**src/pkg/ecs_pkg.sv**
```systemverilog
// constants, stop modes and states of the link error supervisor
//------------------------------------------------------------
// Notes on behaviour
// - receive errors past retry limit trip link
// - limit 9999: never trip, raise minor alarm
// - minor alarm routed to terminal codes 98/198
// - retry supervision only with vendor protocol
// - check interval 9999 disables loss detection
// - interval zero trips on entering network mode
// - silence longer than interval trips the link
// - any frame clears the silence counter
// - supervision starts at first frame in mode
// - ordinary decel and accel ramps are used
// - restart resumes commands held before fault
// - restart mode: error cleared during decel, accelerate again
// - fault history written only with fault output
//------------------------------------------------------------
package ecs_pkg;
   localparam int unsigned CLK_PERIOD_NS = 20;
   localparam int unsigned TICK_NS       = 100000000;   // 0.1 s setting step
   localparam int unsigned TICK_CYC      = (TICK_NS + CLK_PERIOD_NS - 1) / CLK_PERIOD_NS;

   localparam int          SET_W         = 14;
   localparam logic [13:0] SET_OFF       = 14'h270F;    // 9999
   localparam logic [13:0] SET_ZERO      = 14'h0000;
   localparam logic [13:0] CHECK_MAX     = 14'h270E;    // 999.8 s
   localparam logic [13:0] RETRY_MAX     = 14'h000A;    // 10
   localparam int          CNT_W         = 4;

   localparam int          FUNC_W        = 8;
   localparam logic [7:0]  FUNC_LF_POS   = 8'h62;       // 98
   localparam logic [7:0]  FUNC_LF_NEG   = 8'hC6;       // 198
   localparam int          TERM_N        = 3;

   localparam logic [1:0]  STOP_COAST    = 2'h0;
   localparam logic [1:0]  STOP_DECEL    = 2'h1;
   localparam logic [1:0]  STOP_RESTART  = 2'h2;

   localparam logic        PROTO_VENDOR  = 1'b0;
   localparam int          SPEED_W       = 16;

   typedef enum logic [1:0] {ST_RUN, ST_DECEL, ST_HOLD, ST_WAIT} ecs_state_e;
endpackage

```
**src/pkg/ecs_loss_if.sv**
```systemverilog
// carrier between the supervisor and its silence timer
`timescale 1ns/1ps
interface ecs_loss_if;
   logic                     enable;
   logic [ecs_pkg::SET_W-1:0] interval;
   logic                     frame_seen;
   logic                     expired;
   modport timer (input enable, input interval, input frame_seen, output expired);
   modport ctrl  (output enable, output interval, output frame_seen, input expired);
endinterface

```
**src/core/ecs_loss_timer.sv**
```systemverilog
// silence timer: counts 0.1 s ticks since the last frame
`timescale 1ns/1ps
module ecs_loss_timer #(
   parameter int unsigned TICK_CYCLES = ecs_pkg::TICK_CYC
) (
   // clock and reset
   input wire logic         ref_clk,
   input wire logic         rst_n,
   // supervisor side
   ecs_loss_if.timer        lk
);
   localparam int PW = $clog2(TICK_CYCLES + 1);

   logic [PW-1:0]               pre_q, pre_d;
   logic [ecs_pkg::SET_W-1:0]   ela_q, ela_d;
   logic                        exp_q, exp_d;
   logic                        tick;

   assign tick       = (pre_q == PW'(TICK_CYCLES - 1));
   assign lk.expired = exp_q;

   always_comb begin
      pre_d = tick ? '0 : pre_q + PW'(1);
      ela_d = ela_q;
      exp_d = exp_q;
      if (!lk.enable || lk.frame_seen) begin
         pre_d = '0;
         ela_d = '0;
         exp_d = 1'b0;
      end else if (tick) begin
         // strictly longer than the interval: trip on the tick after it is reached
         if (ela_q >= lk.interval) exp_d = 1'b1;
         else ela_d = ela_q + ecs_pkg::SET_W'(1);
      end
   end

   always_ff @(posedge ref_clk or negedge rst_n) begin
      if (!rst_n) begin
         pre_q <= '0;
         ela_q <= '0;
         exp_q <= 1'b0;
      end else begin
         pre_q <= pre_d;
         ela_q <= ela_d;
         exp_q <= exp_d;
      end
   end
endmodule // ecs_loss_timer

```
**src/core/ecs_supervisor.sv**
```systemverilog
// link error supervisor: retry count, signal loss and stop behaviour
`timescale 1ns/1ps
module ecs_supervisor #(
   parameter int unsigned TICK_CYCLES = ecs_pkg::TICK_CYC
) (
   // clock and reset
   input  wire logic                          ref_clk,
   input  wire logic                          rst_n,
   // receiver events, same clock
   input  wire logic                          frame_ok,
   input  wire logic                          frame_err,
   // settings
   input  wire logic                          protocol_sel,
   input  wire logic [ecs_pkg::SET_W-1:0]     retry_limit_setting,
   input  wire logic [ecs_pkg::SET_W-1:0]     check_interval_setting,
   input  wire logic [1:0]                    fault_stop_mode,
   input  wire logic [ecs_pkg::FUNC_W-1:0]    output_terminal_function_a,
   input  wire logic [ecs_pkg::FUNC_W-1:0]    output_terminal_function_b,
   input  wire logic [ecs_pkg::FUNC_W-1:0]    output_terminal_function_c,
   // drive state
   input  wire logic                          network_command_mode,
   input  wire logic                          motor_stopped,
   input  wire logic                          fault_reset_pin,
   input  wire logic                          run_cmd_in,
   input  wire logic [ecs_pkg::SPEED_W-1:0]   speed_cmd_in,
   // drive control
   output logic                               coast_cmd,
   output logic                               decel_cmd,
   output logic                               accel_restart,
   output logic                               run_cmd_out,
   output logic [ecs_pkg::SPEED_W-1:0]        speed_cmd_out,
   // indication and outputs
   output logic                               link_fault_trip,
   output logic                               fault_output,
   output logic                               fault_history_wr,
   output logic                               minor_fault_alarm,
   output logic [ecs_pkg::TERM_N-1:0]         term_out
);
   //------------------------------------------------------------
   // input capture
   //------------------------------------------------------------
   logic res_m_q, res_s_q;
   always_ff @(posedge ref_clk or negedge rst_n) begin
      if (!rst_n) begin
         res_m_q <= 1'b0;
         res_s_q <= 1'b0;
      end else begin
         res_m_q <= fault_reset_pin;
         res_s_q <= res_m_q;
      end
   end

   //------------------------------------------------------------
   // setting decode
   //------------------------------------------------------------
   logic                      vendor, lf_only, chk_on, chk_zero, zero_trip, any_frame;
   logic [ecs_pkg::CNT_W-1:0] limit_eff;
   assign vendor    = (protocol_sel == ecs_pkg::PROTO_VENDOR);
   assign lf_only   = (retry_limit_setting == ecs_pkg::SET_OFF);
   // out-of-range limits are clamped rather than treated as a new mode
   assign limit_eff = (retry_limit_setting > ecs_pkg::RETRY_MAX) ?
                      ecs_pkg::CNT_W'(ecs_pkg::RETRY_MAX) :
                      retry_limit_setting[ecs_pkg::CNT_W-1:0];
   assign chk_on    = (check_interval_setting != ecs_pkg::SET_OFF) &&
                      (check_interval_setting != ecs_pkg::SET_ZERO) &&
                      (check_interval_setting <= ecs_pkg::CHECK_MAX);
   assign chk_zero  = (check_interval_setting == ecs_pkg::SET_ZERO);
   assign zero_trip = chk_zero && network_command_mode;
   assign any_frame = frame_ok || frame_err;

   //------------------------------------------------------------
   // retry counter, minor alarm, loss arming
   //------------------------------------------------------------
   ecs_pkg::ecs_state_e        st_q, st_d;
   logic [ecs_pkg::CNT_W-1:0]  cnt_q, cnt_d;
   logic                       lf_q, lf_d, arm_q, arm_d, retry_trip;

   assign retry_trip = vendor && !lf_only && frame_err &&
                       (cnt_q + ecs_pkg::CNT_W'(1) > limit_eff);

   always_comb begin
      cnt_d = cnt_q;
      lf_d  = lf_q;
      arm_d = arm_q;
      if (frame_ok) begin
         cnt_d = '0;
         lf_d  = 1'b0;
      end
      if (vendor && frame_err) begin
         if (lf_only) lf_d = 1'b1;
         else if (retry_trip) cnt_d = '0;
         else cnt_d = cnt_q + ecs_pkg::CNT_W'(1);
      end
      if (!network_command_mode) arm_d = 1'b0;
      else if (any_frame) arm_d = 1'b1;
   end

   always_ff @(posedge ref_clk or negedge rst_n) begin
      if (!rst_n) begin
         cnt_q <= '0;
         lf_q  <= 1'b0;
         arm_q <= 1'b0;
      end else begin
         cnt_q <= cnt_d;
         lf_q  <= lf_d;
         arm_q <= arm_d;
      end
   end

   assign minor_fault_alarm = lf_q;

   genvar gi;
   generate
      for (gi = 0; gi < ecs_pkg::TERM_N; gi++) begin : g_term
         logic [ecs_pkg::FUNC_W-1:0] fcode;
         if (gi == 0) begin : g_a
            assign fcode = output_terminal_function_a;
         end else if (gi == 1) begin : g_b
            assign fcode = output_terminal_function_b;
         end else begin : g_c
            assign fcode = output_terminal_function_c;
         end
         assign term_out[gi] = (fcode == ecs_pkg::FUNC_LF_POS) ? lf_q :
                               (fcode == ecs_pkg::FUNC_LF_NEG) ? !lf_q : 1'b0;
      end
   endgenerate

   //------------------------------------------------------------
   // silence timer
   //------------------------------------------------------------
   ecs_loss_if lk ();
   assign lk.enable     = arm_q && network_command_mode && chk_on;
   assign lk.interval   = check_interval_setting;
   assign lk.frame_seen = any_frame;

   ecs_loss_timer #(.TICK_CYCLES(TICK_CYCLES)) u_timer (
      .ref_clk (ref_clk),
      .rst_n   (rst_n),
      .lk      (lk.timer)
   );

   //------------------------------------------------------------
   // stop and restart sequencing
   //------------------------------------------------------------
   logic                       trip_evt, err_gone, hist_q, hist_d, acc_q, acc_d, run_q, run_d;
   logic [ecs_pkg::SPEED_W-1:0] spd_q, spd_d;

   assign trip_evt = retry_trip || lk.expired || zero_trip;
   // the error counts as removed once the master talks cleanly again
   assign err_gone = frame_ok && !zero_trip;

   always_comb begin
      st_d   = st_q;
      hist_d = 1'b0;
      acc_d  = 1'b0;
      run_d  = run_q;
      spd_d  = spd_q;
      case (st_q)
         ecs_pkg::ST_RUN: begin
            run_d = run_cmd_in;
            spd_d = speed_cmd_in;
            if (trip_evt) begin
               if (fault_stop_mode == ecs_pkg::STOP_COAST) begin
                  st_d   = ecs_pkg::ST_HOLD;
                  hist_d = 1'b1;
               end else begin
                  st_d   = ecs_pkg::ST_DECEL;
               end
            end
         end
         ecs_pkg::ST_DECEL: begin
            if (fault_stop_mode == ecs_pkg::STOP_RESTART && err_gone) begin
               st_d  = ecs_pkg::ST_RUN;
               acc_d = 1'b1;
            end else if (motor_stopped) begin
               if (fault_stop_mode == ecs_pkg::STOP_RESTART) begin
                  st_d = ecs_pkg::ST_WAIT;
               end else begin
                  st_d   = ecs_pkg::ST_HOLD;
                  hist_d = 1'b1;
               end
            end
         end
         ecs_pkg::ST_HOLD: begin
            if (res_s_q) st_d = ecs_pkg::ST_RUN;
         end
         ecs_pkg::ST_WAIT: begin
            if (err_gone) begin
               st_d  = ecs_pkg::ST_RUN;
               acc_d = 1'b1;
            end
         end
         default: st_d = ecs_pkg::ST_RUN;
      endcase
   end

   always_ff @(posedge ref_clk or negedge rst_n) begin
      if (!rst_n) begin
         st_q   <= ecs_pkg::ST_RUN;
         hist_q <= 1'b0;
         acc_q  <= 1'b0;
         run_q  <= 1'b0;
         spd_q  <= '0;
      end else begin
         st_q   <= st_d;
         hist_q <= hist_d;
         acc_q  <= acc_d;
         run_q  <= run_d;
         spd_q  <= spd_d;
      end
   end

   // snapshot stays frozen through the fault so a restart resumes it
   assign run_cmd_out      = run_q;
   assign speed_cmd_out    = spd_q;
   assign coast_cmd        = (st_q == ecs_pkg::ST_HOLD);
   assign decel_cmd        = (st_q == ecs_pkg::ST_DECEL);
   assign accel_restart    = acc_q;
   assign link_fault_trip  = (st_q == ecs_pkg::ST_HOLD) || (st_q == ecs_pkg::ST_WAIT);
   assign fault_output     = (st_q == ecs_pkg::ST_HOLD);
   assign fault_history_wr = hist_q;
endmodule // ecs_supervisor

```
**config.mk**
```make
export PLATFORM = sky130hd
export DESIGN_NAME = ecs_supervisor
export DESIGN_NICKNAME = d
export VERILOG_FILES = /design/src/pkg/ecs_pkg.sv /design/src/pkg/ecs_loss_if.sv /design/src/core/ecs_loss_timer.sv /design/src/core/ecs_supervisor.sv
export SDC_FILE = /design/constraint.sdc
export NUM_CORES = 1
export LEC_CHECK = 0
export BUFFER_PORTS_ARGS = -buffer_cell sky130_fd_sc_hd__buf_2
export CAP_MARGIN = 20
export CORE_MARGIN = 4
export CORE_UTILIZATION = 35
export CTS_CLUSTER_DIAMETER = 100
export DETAILED_ROUTE_END_ITERATION = 12
export SLEW_MARGIN = 20
export SYNTH_ARGS = -nofsm -noshare
export SYNTH_HDL_FRONTEND = slang
export SYNTH_SLANG_ARGS = --single-unit
```
**constraint.sdc**
```tcl
create_clock -name ref_clk -period 2.2 [get_ports ref_clk]
set_input_delay 0.44 -clock ref_clk [delete_from_list [all_inputs] [get_ports ref_clk]]
set_output_delay 0.44 -clock ref_clk [all_outputs]
set_load 0.01 [all_outputs]
```
==> results of run 1 <==
layout make-up:
type	instances	area (µm²)	share of cell area, %
multi-input combinational	278	2080	39.5
tap	136	170	3.24
timing repair buffer	165	1020	19.5
inverter	23	86.3	1.64
sequential	67	1680	31.9
clock inverter	6	95.1	1.81
clock buffer	10	128	2.43
sequential cells by signal (all words and copies together) (netlist names):
signal,flops
accel_restart,1
speed_cmd_out,16
arm_q,1
res_s_q,1
st_q,2
minor_fault_alarm,1
cnt_q,4
fault_history_wr,1
run_cmd_out,1
u_timer.pre_q,23
u_timer.lk.expired,1
res_m_q,1
u_timer.ela_q,14
metal layers:
layer | wire length, µm | vias up
met3 | 486 | 16
met1 | 3870 | 1619
met4 | 182 | 0
li1 | - | 1691
met2 | 4460 | 88
met5 | 0 | -
cells by family after synthesis:
family / after synthesis / share of synthesized area [%]
buf+inv: 35 / 3.74
fa+ha+maj: 21 / 7.01
compound gates: 59 / 10.2
xor+xnor: 25 / 5.85
simple gates: 153 / 22.5
mux: 20 / 5.95
flops: 67 / 44.8
Yosys cell counts (7+ instances only):
library cell  count
dfrtp_1          67
nor2_1           45
inv_1            23
ha_1             21
nand2_1          21
a21oi_1          19
mux2_2           18
xor2_1           16
nand3_1          15
o21ai_0          15
nand4_1          13
or3_1            10
xnor2_1           9
clkbuf_1          7
nor3_1            7
final timing paths:
kind                                              end  slack, ps  cells after the start
setup / recovery                  st_q[1]$_DFFE_PN0P_         50                      8
hold / removal             u_timer.pre_q[3]$_DFF_PN0_        110                      2
setup reg to reg                  st_q[1]$_DFFE_PN0P_         50                      8
hold reg to reg                     res_s_q$_DFF_PN0_        360                      0
max in group asynchronous          cnt_q[3]$_DFF_PN0_       1820                      2
min in group ref_clk                res_m_q$_DFF_PN0_        200                      1
power breakdown:
group / switching [mW] / internal, mW
sequential: 0.0126 / 1.25
clock: 0.507 / 0.653
combinational: 0.130 / 0.141
total: 0.649 / 2.05
what timing repair did:
action	in CTS	in global routing
pin swaps	0	7
cloned	0	1
buffers inserted	2	10
resized for setup	1	25
setup endpoints to repair	11	15
hold buffers	0	0
per-stage QoR:
| stage | hold slack (ps) | area (µm²) | utilization (%) | total power [mW] |
|---|---|---|---|---|
| after floorplan | 144 | 3770 | - | 1.38 |
| after global placement | 339 | 4790 | 46.2 | 1.53 |
| after detailed placement | 344 | 4790 | 46.2 | 1.54 |
| after CTS | 106 | 5030 | 48.5 | 2.72 |
| after global routing | 120 | 5260 | 50.7 | 2.82 |
| final | 112 | 5260 | 50.7 | 2.70 |
critical path, delay by kind of cell (launching register included):
family / cells / cell delay (ps)
compound gates: 5 / 840
fa+ha+maj: 2 / 640
flops: 1 / 410
simple gates: 1 / 130
==> metrics.txt, run 1 <==
grt ovf=0; Max-slew headroom=66.5%; core area=10,400 µm²; worst-path fanout max=3; row cnt=37; root buffer cell=clkbuf_8; status=complete, no violations; DRC viols=0; commonest non-fill, non-tap cell in the layout=buf_2; dpl cells=656; top cell type's share of synthesized area=44.8%; final setup violation count=0; pins over their slew limit=0; FMAX=466 MHz; Cell Area, Synth=3750 µm²; global-route wire length before repair=14.8 mm; met1 Use GR=16.6%; unrepaired setup endpoints after global routing=true; yosys warns=0; #FFs+latches synth=67; fillers=972; post-synthesis cell count=380; CTS tree=yes; ys flop type=dfrtp_1; non-filler cells, final=685; Initial Util=36.1%; DP Wirelength=6.48 mm; Detail Route Antenna Nets=0; Layout Nets=644; Syn Area/Cell=9.86 µm²; Tot GR Track Use=14.1%; clock sink total=67; maximum clock path buffer count=2; CP startpoint kind=register; via count=3,414; leakage=2.50 nW; PD cells=513 nW/µm²; Netlist cell types=49; maximum vdd ir drop=0.308 mV; CTS clock-pin slew for the worst setup and hold paths=80 ps; Placement Setup Slack=-284 ps; crit path DAT=2360 ps; die width=111 µm; Clock Skews=10.2 ps; CTS buffer count=9; register area share after synthesis=44.8%; met3 Usage GRT=3.75%; GP Congestion=0.793; Worst-Margin Slew=498 ps; hold crit path type=primary input to async pin; Top Usage Layer GRT=met2; leading area contributor after synthesis=dfrtp_1; max incr delay on CP=410 ps; max-cap violation count=0; ANT cells=0; synth top area cells=dfrtp_1 45%, ha_1 7.0%, mux2_2 5.4%; critical path cell sequence=ha_1, ha_1, nor2b_1, o211ai_1, a21oi_2, a211o_1, o21ai_1, o221ai_1; Worst path slowest cell=dfrtp_1; WS Path Type=register to register; DRT Pass-1 Iters=4; Starting DRT DRC Count=73; Buffers on Ports=105; Post-Syn Nets=480; post-route setup slack=52.7 ps; reg2reg start=cnt_q[1]$_DFF_PN0_; per-cell routed wire length=13.1 µm; Post-Route WL=9.00 mm; cell mode on critical path=ha_1; Final min period=2150 ps; first element of the critical path=cnt_q[1]$_DFF_PN0_; Period Utilization, post-route=97.6%; IO Pins=106; die span in y=111 µm; die area=12,400 µm²; Layout area overhead=40.4%; CP Capture Type=register; CTS H-tree lvls=3; Post-Route Setup TNS=0 ps; layout cell share with drive strength beyond 1=40.8%; Post-synth EDFFs=0; vias in the first global route=3,423; Final Hold Viols=0; clk_lat worst skew=340 ps; grt met2 use=24.8%; CP Data Required Time=2410 ps; initial antenna violation count=0; most frequent cells in the layout=103 x buf_2, 67 x dfrtp_1, 55 x buf_4; largest net degree at the start of global routing=68; FFs w/ async S/R, synth=100%; Vias/cell=4.98
No activity file was read; power rests on OpenSTA's default activity.
==> run 2: changes to the inputs <==
CORE_UTILIZATION = 47   (was 35)
PLACE_DENSITY = 0.83   (was unset)
==> metrics.txt, run 2 (synthesis results as in run 1) <==
status=finished, violations left; violated checks=negative setup slack; hold crit path type=primary input to async pin; layout cell share with drive strength beyond 1=41.9%; die span in y=97.3 µm; CTS tree=yes; Buffers on Ports=105; ANT cells=0; crit path DAT=2550 ps; hold_buf cts=0; routed wl met2=5.43 mm; root buffer cell=clkbuf_8; DRC viols=0; clock sink total=67; CP Capture Type=register; pins over their slew limit=0; IO Pins=106; Int Power=1.93 mW; Final min period=2270 ps; maximum vdd ir drop=0.453 mV; vias in the first global route=3,547; FMAX=440 MHz; Tot GR Track Use=19.6%; DRT Pass-1 Iters=4; Max-slew headroom=68.8%; initial antenna violation count=0; most frequent cells in the layout=103 x buf_2, 67 x dfrtp_1, 46 x buf_4; Worst-Margin Slew=464 ps; row cnt=32; Post-Route WL=10.3 mm; CP startpoint kind=register; critical path cell sequence=ha_1, nand4_1, nor2_2, a211oi_2, buf_4, o2111ai_4, buf_6, or3_4, a21oi_2; Period Utilization, post-route=103%; die width=97.3 µm; maximum clock path buffer count=2; core area=7730 µm²; CTS clock-pin slew for the worst setup and hold paths=80 ps; CTS buffer count=9; die area=9460 µm²; Layout area overhead=38.4%; Initial Util=48.5%; max-cap violation count=0; GP Congestion=0.907; Max Used Layer=met4; Post-Route Setup TNS=-467 ps; final core occ=67.1%; largest net degree at the start of global routing=68; Top reg by flops=u_timer.pre_q; worst-path fanout max=6; Vias/cell=5.56; CP Data Required Time=2480 ps; switch share=25.8%; Worst path slowest cell=dfrtp_1; WS Path Type=register to register; leakage=2.45 nW; PD cells=503 nW/µm²; max incr delay on CP=440 ps; per-cell routed wire length=16.0 µm; unrepaired setup endpoints after global routing=true; met1 WL=3.95 mm; sequential power share=48.7%; DR WL met3=601 µm; Clock Skews=14.9 ps; grt ovf=0; max reg flops=23; DP Wirelength=6.97 mm; Detail Route Antenna Nets=0; Final Hold Viols=0; via count=3,572; Starting DRT DRC Count=169; post-route setup slack=-73.3 ps; final setup violation count=12; Layout Nets=635; switching power=673 µW; CTS H-tree lvls=3; combinational group share of total power=10.5%; clk_lat worst skew=350 ps; commonest non-fill, non-tap cell in the layout=buf_2; clock share of power=40.8%; fillers=563; global-route wire length before repair=15.6 mm
[run 2: cell count changes in the layout (fill, tap and decap cells not counted), moves of 2 or more]
cell and change:
or3_4 +2, buf_4 -9, or3_1 -2, nor2_2 +2, a21oi_1 -4, a21oi_2 +4, clkinvlp_4 +2, nor2_1 -2
[run 2: power groups by stage]
stage / logic, mW / registers (mW) / clock network, mW
detailed placement: 0.248 / 1.29 / 0
finish: 0.273 / 1.27 / 1.06
global placement: 0.236 / 1.29 / 0
CTS: 0.251 / 1.27 / 1.09
global route: 0.304 / 1.27 / 1.15
floorplan: 0.0785 / 1.30 / 0
[run 2: area by class of cell]
class	count	area [µm²]	share of cell area [%]
Multi-Input combinational cell	278	2130	41.1
Sequential cell	67	1680	32.3
Timing Repair Buffer	156	957	18.5
Tap cell	102	128	2.46
Clock buffer	9	124	2.39
Inverter	23	86.3	1.66
Clock inverter	7	82.6	1.59
[run 2: what timing repair did]
| action | CTS | global route |
|---|---|---|
| endpoints found under the setup margin | 10 | 16 |
| gates resized for setup | 2 | 41 |
| gates cloned | 0 | 2 |
| buffers inserted | 0 | 7 |
| pin swaps | 0 | 23 |
[run 2: worst paths after layout]
check                                              startpoint                       endpoint  slack [ps]  cells after the start
worst max-delay path            u_timer.ela_q[11]$_DFFE_PN0P_   u_timer.ela_q[5]$_DFFE_PN0P_         -70                      9
worst min-delay path                                    rst_n     u_timer.pre_q[8]$_DFF_PN0_          80                      2
worst max register to register  u_timer.ela_q[11]$_DFFE_PN0P_   u_timer.ela_q[5]$_DFFE_PN0P_         -70                      9
worst min register to register              res_m_q$_DFF_PN0_              res_s_q$_DFF_PN0_         370                      0
max in group asynchronous                               rst_n  u_timer.ela_q[10]$_DFFE_PN0P_        1800                      2
min in group ref_clk                          fault_reset_pin              res_m_q$_DFF_PN0_         190                      1
[run 2: worst max-delay path: cells and delay by family (launching register included)]
kind,cells,cell delay [ps]
adder cells (fa/ha/maj),1,330
flip-flops,1,440
AND/OR/NAND/NOR,3,510
buffers and inverters,2,360
AO/OA/AOI/OAI,3,570
[run 2: per-layer routing]
| metal | GRT usage, % | vias to the layer above |
|---|---|---|
| met4 | 7.03 | 0 |
| li1 | - | 1666 |
| met5 | 0 | - |
| met1 | 21.9 | 1726 |
| met3 | 4.45 | 28 |
| met2 | 36.2 | 152 |
[run 2: through the flow]
stage	setup WS (ps)	cells	power, mW	hold WS, ps	area, µm²
after floorplan	1.90	380	1.38	144	3770
after global placement	-202	617	1.53	342	4710
after detailed placement	-343	617	1.54	336	4710
after CTS	13.3	633	2.61	102	4920
after global routing	-151	642	2.73	132	5190
final	-73.3	642	2.61	80.3	5190
==> run 3: changes to the inputs <==
CAP_MARGIN = unset   (was 20)
CELL_PAD_IN_SITES_DETAIL_PLACEMENT = 1   (was unset)
CELL_PAD_IN_SITES_GLOBAL_PLACEMENT = 1   (was unset)
CORE_UTILIZATION = 36   (was 47)
GPL_ROUTABILITY_DRIVEN = 0   (was unset)
PLACE_DENSITY = 0.84   (was 0.83)
==> metrics.txt, run 3 (synthesis results as in run 1) <==
maximum clock path buffer count=2; per-cell routed wire length=17.8 µm; maximum vdd ir drop=0.333 mV; max incr delay on CP=340 ps; clock sink total=67; global-route wire length before repair=18.3 mm; Fin Hold WS=101 ps; hold crit path type=primary input to async pin; root buffer cell=clkbuf_8; CP Data Required Time=2400 ps; crit path buf inv count=1; Clock Skews=16.3 ps; post-route setup slack=-55.5 ps; Final Power=2.62 mW; Detail Route Antenna Nets=0; Layout Nets=638; DP Wirelength=8.45 mm; CTS H-tree lvls=3; WS Path Type=primary input to register; Crit path depth=11; die area=12,100 µm²; unrepaired setup endpoints after global routing=true; max-cap violation count=0; grt ovf=0; DRT Pass-1 Iters=5; commonest non-fill, non-tap cell in the layout=buf_2; CTS clock-pin slew for the worst setup and hold paths=80 ps; Final Hold Viols=0; FMAX=443 MHz; Buffers on Ports=105; CP startpoint kind=primary input; Placement Setup Slack=-383 ps; violated checks=negative setup slack; Max-slew headroom=41.4%; die span in y=110 µm; most frequent cells in the layout=103 x buf_2, 67 x dfrtp_1, 47 x buf_4; Layout area overhead=43.1%; worst-path fanout max=3; hold_buf cts=0; vias in the first global route=3,923; status=finished, violations left; Initial Util=37.6%; Vias/cell=5.31; initial antenna violation count=0; via count=3,589; CP Capture Type=register; Post-Route WL=12.1 mm; Top reg by flops=u_timer.pre_q; max reg flops=23; Final min period=2260 ps; Starting DRT DRC Count=150; Tot GR Track Use=19.1%; PD cells=488 nW/µm²; Crit path max-delay family=compound AO/OA/AOI/OAI gates; pins over their slew limit=0; CTS tree=yes; critical path cell sequence=buf_6, nor4_4, nand4_1, nor2_1, ha_1, nor2b_4, o211ai_1, a21oi_2, a211o_1, o21ai_1, o221ai_1; crit path DAT=2450 ps; die width=110 µm; row cnt=36; layout cell share with drive strength beyond 1=44.4%; leakage=2.49 nW; core area=9950 µm²; CTS buffer count=9; largest net degree at the start of global routing=68; Worst path slowest cell=a211o_1; Period Utilization, post-route=103%; ANT cells=0; cells on worst reg2reg path=8; final setup violation count=3; IO Pins=106; clk_lat worst skew=340 ps; DRC viols=0; Worst-Margin Slew=877 ps
-- run 3: where the power goes --
| group | internal, mW | switching [mW] | leakage, nW |
|---|---|---|---|
| clock network | 0.554 | 0.499 | 0.102 |
| registers | 1.25 | 0.0155 | 0.889 |
| logic | 0.148 | 0.146 | 1.50 |
| total | 1.96 | 0.661 | 2.49 |
-- run 3: layout make-up --
| cell class | count | area, µm² |
|---|---|---|
| Clock buffer | 10 | 138 |
| Tap cell | 133 | 166 |
| Timing Repair Buffer | 159 | 987 |
| Multi-Input combinational cell | 278 | 2240 |
| Clock inverter | 6 | 65.1 |
| Fill cell | 1141 | 4590 |
| Sequential cell | 67 | 1680 |
| Inverter | 23 | 86.3 |
-- run 3: worst register-to-register path: stages, from the launching register on --
cell and delay [ps]:
dfrtp_1 430, ha_4 270, ha_1 280, nor2b_4 130, o211ai_1 240, a21oi_2 110, a211o_1 340, o21ai_1 160
o221ai_1 130
-- run 3: path summary, 6_finish.rpt --
check	start	to	slack [ps]
max	retry_limit_setting[5]	st_q[1]$_DFFE_PN0P_	-60
min	rst_n	u_timer.ela_q[4]$_DFFE_PN0P_	100
max reg2reg	cnt_q[0]$_DFF_PN0_	st_q[1]$_DFFE_PN0P_	-20
min reg2reg	res_m_q$_DFF_PN0_	res_s_q$_DFF_PN0_	370
max in group asynchronous	rst_n	res_s_q$_DFF_PN0_	1790
min in group ref_clk	fault_reset_pin	res_m_q$_DFF_PN0_	210
-- run 3: per-layer routing --
| layer | vias up | share of wire, % | GRT usage [%] |
|---|---|---|---|
| li1 | 1671 | - | - |
| met1 | 1791 | 41 | 22.6 |
| met2 | 105 | 52 | 35.1 |
| met3 | 22 | 5.2 | 3.61 |
| met4 | 0 | 1.7 | 5.43 |
| met5 | - | 0 | 0 |
-- run 3: through the flow --
step	utilization [%]	TNS (ps)	std cells	cell area, µm²
global placement	47.8	-2240	650	4760
detailed placement	47.8	-4570	650	4760
finish	53.8	-60.8	676	5360
floorplan	-	0	380	3770
global route	53.8	-881	676	5360
CTS	51.2	-17.7	672	5100
-- run 3: what timing repair did --
action,in CTS,in global routing
setup endpoints to repair,11,16
pin swaps,2,30
buffers inserted,4,4
cloned,2,0
gates resized for setup,16,44
